## config.mk

```make
export PLATFORM = sky130hd
export DESIGN_NAME = supply_drop_reset_control
export DESIGN_NICKNAME = d
export VERILOG_FILES = /design/src/rtl/supply_drop_reset_control.v
export VERILOG_INCLUDE_DIRS = /design/src /design/src/rtl
export SDC_FILE = /design/constraint.sdc
export NUM_CORES = 1
export LEC_CHECK = 0
export BUFFER_PORTS_ARGS = -buffer_cell sky130_fd_sc_hd__buf_2
export CAP_MARGIN = 30
export CELL_PAD_IN_SITES_DETAIL_PLACEMENT = 2
export CELL_PAD_IN_SITES_GLOBAL_PLACEMENT = 2
export CORE_AREA = 5 5 71 73
export DETAILED_ROUTE_END_ITERATION = 6
export DIE_AREA = 0 0 76 78
export MAX_ROUTING_LAYER = met4
export PLACE_DENSITY = 0.76
export SLEW_MARGIN = 30
export SYNTH_ARGS = -nofsm -noshare
export SYNTH_HDL_FRONTEND = slang
export SYNTH_SLANG_ARGS = --single-unit
```

## constraint.sdc

```tcl
create_clock -name core_clk -period 1.5 [get_ports core_clk]
set_input_delay 0.15 -clock core_clk [delete_from_list [all_inputs] [get_ports core_clk]]
set_output_delay 0.15 -clock core_clk [all_outputs]
set_load 0.02 [all_outputs]
```

## src/rtl/supply_drop_defines.vh

```
// constants for the supply drop reset control block
// assumes inclusion by bare name from rtl files
`ifndef SUPPLY_DROP_DEFINES_VH
`define SUPPLY_DROP_DEFINES_VH
`define RANGE_LOW 1'b0
`define RANGE_HIGH 1'b1
`define RESET_VECTOR_HI 16'hfffe
`define RESET_VECTOR_LO 16'hffff
`define RANGE_SETTLE_CYCLES 2
`define FLAG_RESET 1'b0
`define HOLD_RESET 1'b0
`define PIN_DRIVE_LEVEL 1'b0
`endif

```

## src/rtl/supply_drop_reset_control.v

```verilog
// supply drop reset control: gates comparator trips into a held system reset
// assumes comparator indications are already synchronous to core_clk,
// and that reset is the power-on reset of the device
//
// Contract
// monitor enabled when leaving reset
// monitor only while power down bit clear
// reset on falling trip unless disabled
// stop mode monitoring needs stop enable
// range select high chooses higher range
// power-on reset returns range to low
// software re-selects high range each power-on
// high range below rising level resets immediately
// hold reset until rising trip asserts
// status flag follows comparator output
// monitor reset pulls external reset pin low
// polled use: enabled, reset disabled, read flag
// forced reset use: both bits zero
// drop reset in wait restarts clock, vector
// flag sets below fall, clears above rise
// no interrupt request ever raised
// two synchronized comparator indications input
// disabled monitor neither resets nor updates flag; the code keeps a hold already in ST_HOLD asserted while disabled
`timescale 1ns/10ps
`default_nettype none
`include "supply_drop_defines.vh"

module supply_drop_reset_control
#(
   // comparator latency after a range change, in core_clk cycles
   parameter SETTLE_CYCLES = `RANGE_SETTLE_CYCLES,
   // wide enough to hold SETTLE_CYCLES - 1
   parameter SETTLE_WIDTH = 2
)
(
   input wire core_clk,
   input wire reset,
   input wire monitor_power_down,
   input wire drop_reset_disable,
   input wire monitor_in_stop_enable,
   input wire trip_range_select_wr,
   input wire trip_range_select_in,
   input wire stop_mode,
   input wire wait_mode,
   input wire below_falling_level,
   input wire above_rising_level,
   output reg trip_range_select,
   output reg supply_low_flag,
   output reg drop_reset,
   output wire reset_pin_out,
   output wire reset_pin_oe_n,
   output wire cpu_clock_restart,
   output wire [15:0] reset_vector_addr_hi,
   output wire [15:0] reset_vector_addr_lo,
   output wire monitor_active,
   output wire irq_request
);

   localparam [2:0] ST_IDLE = 3'h1;
   localparam [2:0] ST_ARMED = 3'h2;
   localparam [2:0] ST_HOLD = 3'h4;
   localparam [SETTLE_WIDTH-1:0] SETTLE_LOAD = SETTLE_CYCLES - 1;

   // whether the comparator is listened to at all
   function monitor_on;
      input power_down;
      input stop_enable;
      input stopped;
      begin
         monitor_on = !power_down && (!stopped || stop_enable);
      end
   endfunction

   // whether a trip may turn into a held reset
   function may_reset;
      input active;
      input reset_off;
      begin
         may_reset = active && !reset_off;
      end
   endfunction

   // set below falling, clear above rising, else keep;
   // set wins when both indications are high
   function flag_next;
      input current;
      input active;
      input below;
      input above;
      begin
         flag_next = current;
         if (active)
         begin
            if (below)
            begin
               flag_next = 1'b1;
            end
            else if (above)
            begin
               flag_next = 1'b0;
            end
         end
      end
   endfunction

   reg [2:0] state_r;
   reg [2:0] state_nxt;
   reg [SETTLE_WIDTH-1:0] settle_r;
   reg [SETTLE_WIDTH-1:0] settle_nxt;
   reg wait_exit_r;
   reg wait_exit_nxt;
   reg range_nxt;
   reg flag_nxt;
   wire resets_allowed;
   wire trip_fall;
   wire range_raise;
   wire release_ok;
   wire settle_done;
   wire hold_nxt;

   // monitor_power_down is expected to reset low outside, so the monitor
   // runs from the first cycle after reset
   assign monitor_active = monitor_on(monitor_power_down, monitor_in_stop_enable,
                                      stop_mode);
   assign resets_allowed = may_reset(monitor_active, drop_reset_disable);
   // comparator bits reflect the selected range, a few cycles late
   assign trip_fall = resets_allowed && below_falling_level;
   assign range_raise = trip_range_select_wr && trip_range_select_in &&
                        !trip_range_select;
   // hysteresis: only the rising indication releases the hold
   assign release_ok = monitor_active && above_rising_level;
   assign settle_done = (settle_r == {SETTLE_WIDTH{1'b0}});
   assign hold_nxt = (state_nxt == ST_HOLD);

   always @*
   begin
      range_nxt = trip_range_select;
      if (trip_range_select_wr)
      begin
         range_nxt = trip_range_select_in;
      end
   end

   // range select is a plain register, written by software and cleared by power-on reset
   always @(posedge core_clk or posedge reset)
   begin
      if (reset)
      begin
         trip_range_select <= `RANGE_LOW;
      end
      else
      begin
         trip_range_select <= range_nxt;
      end
   end

   // after a raise the comparator still shows the low range for a while,
   // so the rising check waits SETTLE_CYCLES before it decides
   always @*
   begin
      state_nxt = state_r;
      settle_nxt = settle_r;
      case (state_r)
         ST_IDLE:
         begin
            if (trip_fall)
            begin
               state_nxt = ST_HOLD;
            end
            else if (range_raise && resets_allowed)
            begin
               state_nxt = ST_ARMED;
               settle_nxt = SETTLE_LOAD;
            end
         end
         ST_ARMED:
         begin
            if (!resets_allowed)
            begin
               state_nxt = ST_IDLE;
            end
            else if (trip_fall)
            begin
               state_nxt = ST_HOLD;
            end
            else if (range_raise)
            begin
               settle_nxt = SETTLE_LOAD;
            end
            else if (settle_done)
            begin
               if (above_rising_level)
               begin
                  state_nxt = ST_IDLE;
               end
               else
               begin
                  state_nxt = ST_HOLD;
               end
            end
            else
            begin
               settle_nxt = settle_r - 1'b1;
            end
         end
         ST_HOLD:
         begin
            if (release_ok)
            begin
               state_nxt = ST_IDLE;
            end
         end
         default:
         begin
            state_nxt = ST_IDLE;
            settle_nxt = {SETTLE_WIDTH{1'b0}};
         end
      endcase
   end

   always @(posedge core_clk or posedge reset)
   begin
      if (reset)
      begin
         state_r <= ST_IDLE;
         settle_r <= {SETTLE_WIDTH{1'b0}};
         drop_reset <= `HOLD_RESET;
      end
      else
      begin
         state_r <= state_nxt;
         settle_r <= settle_nxt;
         drop_reset <= hold_nxt;
      end
   end

   // remember a drop reset that ended wait mode for the clock restart
   always @*
   begin
      wait_exit_nxt = wait_exit_r;
      if (state_r != ST_HOLD && hold_nxt)
      begin
         wait_exit_nxt = wait_mode;
      end
      else if (!hold_nxt)
      begin
         wait_exit_nxt = 1'b0;
      end
   end

   always @(posedge core_clk or posedge reset)
   begin
      if (reset)
      begin
         wait_exit_r <= 1'b0;
      end
      else
      begin
         wait_exit_r <= wait_exit_nxt;
      end
   end

   always @*
   begin
      flag_nxt = flag_next(supply_low_flag, monitor_active, below_falling_level,
                           above_rising_level);
   end

   always @(posedge core_clk or posedge reset)
   begin
      if (reset)
      begin
         supply_low_flag <= `FLAG_RESET;
      end
      else
      begin
         supply_low_flag <= flag_nxt;
      end
   end

   // open drain style reset pin: output low, enable low while driving
   assign reset_pin_out = `PIN_DRIVE_LEVEL;
   assign reset_pin_oe_n = !drop_reset;
   assign cpu_clock_restart = wait_exit_r && drop_reset;
   assign reset_vector_addr_hi = `RESET_VECTOR_HI;
   assign reset_vector_addr_lo = `RESET_VECTOR_LO;
   // no interrupt path exists; the only actions are reset and the flag
   assign irq_request = 1'b0;
endmodule
`default_nettype wire

```

==> impl_metrics.tcl <==
set metrics [dict create \
    synth_top_family_by_area "buffers and inverters" \
    finalSetupViolations 3 \
    dieArea_mm2 0.00593 \
    clk_latency_ps 240 \
    row_count 24 \
    drc_errors 0 \
    hold_viol_final 0 \
    coreArea_mm2 0.00429 \
    pre_cts_ws_ps -131 \
    gp_congestion 0.842 \
    ant_nets 0 \
    start_util 0.196 \
    ys_top_cells_by_area "buf_4, dfrtp_1, dfstp_2" \
    synthTopCellsByCount "buf_4, dfrtp_1, inv_1, nor2_1" \
    ios 51 \
    synth-edff-count 0 \
    hold_class "in -> reg" \
    leakage_nw 0.497 \
    htree_levels 1 \
    rsz0062_at_grt "yes" \
    yosysTopAreaCellShare 0.304 \
    synthAdderAreaFrac 0.0149 \
    grt_start_max_net_pins 10 \
    worst_slack_ps -136 \
    path_buf_inv 0 \
    cp_slowest_stage_delay_ps 540 \
    fmax_mhz 611 \
    outcome "finished, violations left" \
    drv_cap 0 \
    vias_per_cell 3.90 \
    cts_tree "done" \
    yosysWarnings 0 \
    cts_buffers 3 \
    clk_pin_slew_ps 50 \
    clock-sinks 9 \
    path_cells "or2b_1, nor2_2, a221o_1, a311oi_2, mux2i_1" \
    synth_area_leader_cell "buf_4" \
    dp_hpwl_mm 2.08 \
    drtIter0Drc 22 \
    synth-simple-area-share 0.213 \
    cellPowerDensity_mw_per_mm2 1110 \
    die_h_um 78 \
    synthMostInstantiatedCell "buf_4" \
    synth.avg_cell_area_um2 8.67 \
    fin_nets 141 \
    drt_first_pass_iters 3 \
    io_buffer_count 16 \
    grt_antenna_before_repair 0 \
    wl_per_cell_um 13.9 \
    clk_path_buf_depth 2 \
    critPathSlowestCell "dfstp_2" \
    slew_violations 0 \
    ys_async_sr_fraction 1.00 \
    critPathLaunchType "flip-flop" \
    path_class "reg -> reg" \
    violations "negative setup slack" \
    cts_root_buffer "clkbuf_8" \
    cp.arrival_ps 1800 \
    via_count 702 \
    synth_compound_area_frac 0.143 \
    ir_drop_v 0.000260 \
    synth_cell_types 35 \
    diodes 0 \
    worstPathMaxFanout 3 \
    worstPathRequired_ps 1660 \
    ys_seq_area_frac 0.269 \
    cpLargestDelayFamily "compound AO/OA/AOI/OAI gates" \
    finalPower_mw 1.12 \
    r2r_slack_ps -140 \
    grtUsageTotal 0.0903 \
    skew_ps 1.93 \
    syn_to_final_growth_pct 20.7 \
    synth_area_um2 841 \
    period_minus_slack_ps 1640 \
    final_layout_size_suffix_gt1_frac 0.344 \
    drt_wl_total_mm 2.51 \
    synthMuxAreaShare 0.0253 \
    cp-end-kind "flip-flop" \
    grt_pass1_vias 847 \
    synth_ff_type "dfrtp_1" \
    overflow 0 \
    ys_ff_latch 9 \
    synthCells 97 \
    die_w_um 76 \
    synth_xor_area_frac 0 \
    grt_pass1_wl_mm 4.12 \
    period_share 1.09 \
]
## through the flow
step | std cells | hold WS (ps) | area [um2] | TNS (ps) | utilization
6_report | 180 | 161 | 1010 | -263 | 0.236
5_1_grt | 180 | 169 | 1010 | -562 | 0.236
4_1_cts | 180 | 169 | 1010 | -247 | 0.235
3_5_place_dp | 174 | 148 | 940 | -239 | 0.219
3_3_place_gp | 174 | 130 | 940 | -49.3 | 0.219
2_1_floorplan | 129 | -22.9 | 967 | -188 | -
## power by group
part	switching [mW]	leakage, nW	internal (mW)	total (mW)
Clock	0.113	0.0228	0.187	0.299
Combinational	0.287	0.362	0.212	0.499
Sequential	0.0328	0.112	0.290	0.323
## logic make-up (layout without fill, tap and decap cells)
| group | Yosys count | count (layout) |
|---|---|---|
| multiplexers | 2 | 2 |
| flip-flops | 9 | 9 |
| buffers and inverters | 39 | 38 |
| AND/OR/NAND/NOR | 28 | 28 |
| other | 2 | 34 |
| adder cells (fa/ha/maj) | 1 | 1 |
| AO/OA/AOI/OAI | 16 | 16 |
## state kept, by name, summed over array words and instances, names as in the netlist
signal             flops
drop_reset             1
trip_range_select      1
state_r                3
wait_exit_r            1
settle_r               2
supply_low_flag        1
## layout by cell type, fill, tap and decap left out, drive strengths merged
cell          n
o21bai        1
a41oi         1
dfrtp         8
o21ai         4
mux2          1
a21boi        1
nor2          6
ha            1
nor3b         3
mux2i         1
nand2b        1
o32a          1
nand3b        3
and3b         1
nand2         3
conb         34
nor4          1
o21a          1
dlygate4sd3   1
a221o         1
and2          1
a22o          1
or4           1
nor2b         4
nand3         3
a22oi         1
buf          28
or2b          1
a21oi         2
dfstp         1
a311oi        1
o22ai         1
inv           5
clkbuf        4
## path summary, 6_finish.rpt
path,start,end,cells past startpoint
min in group asynchronous,reset,drop_reset$_DFF_PP0_,3
worst min-delay path,wait_mode,wait_exit_r$_DFFE_PP0P_,3
max in group asynchronous,reset,state_r[0]$_DFF_PP1_,3
worst max-delay path,state_r[0]$_DFF_PP1_,settle_r[1]$_DFFE_PP0P_,5
worst max register to register,state_r[0]$_DFF_PP1_,settle_r[1]$_DFFE_PP0P_,5
worst min register to register,supply_low_flag$_DFFE_PP0P_,supply_low_flag$_DFFE_PP0P_,1
## what timing repair did
action                     4_1_cts  5_1_grt
cloned                           0        0
buffers inserted                 1        0
pin swaps                        0        2
hold endpoints to repair         8        0
hold buffers                     1        0
resized for setup                2        3
setup endpoints to repair        4        5
## cell type report
class	instances	area, um2
Clock buffer	4	45.0
Fill cell	515	3280
Multi-Input combinational cell	81	478
Timing Repair Buffer	29	180
Inverter	5	18.8
Tap cell	52	65.1
Sequential cell	9	228
## worst register-to-register path, cell delays in order, from the launching register on
cell      delay, ps
dfstp_2         540
or2b_1          130
nor2_2           50
a221o_1         330
a311oi_2        290
mux2i_1         220
## layer usage
layer,wire length [um],vias to the layer above,global-route usage
met5,0,-,-
met4,56,0,0.0534
met3,162,5,0.0313
met2,1440,29,0.168
met1,844,347,0.0771
li1,-,321,-
(Power assumes the default switching activity.)
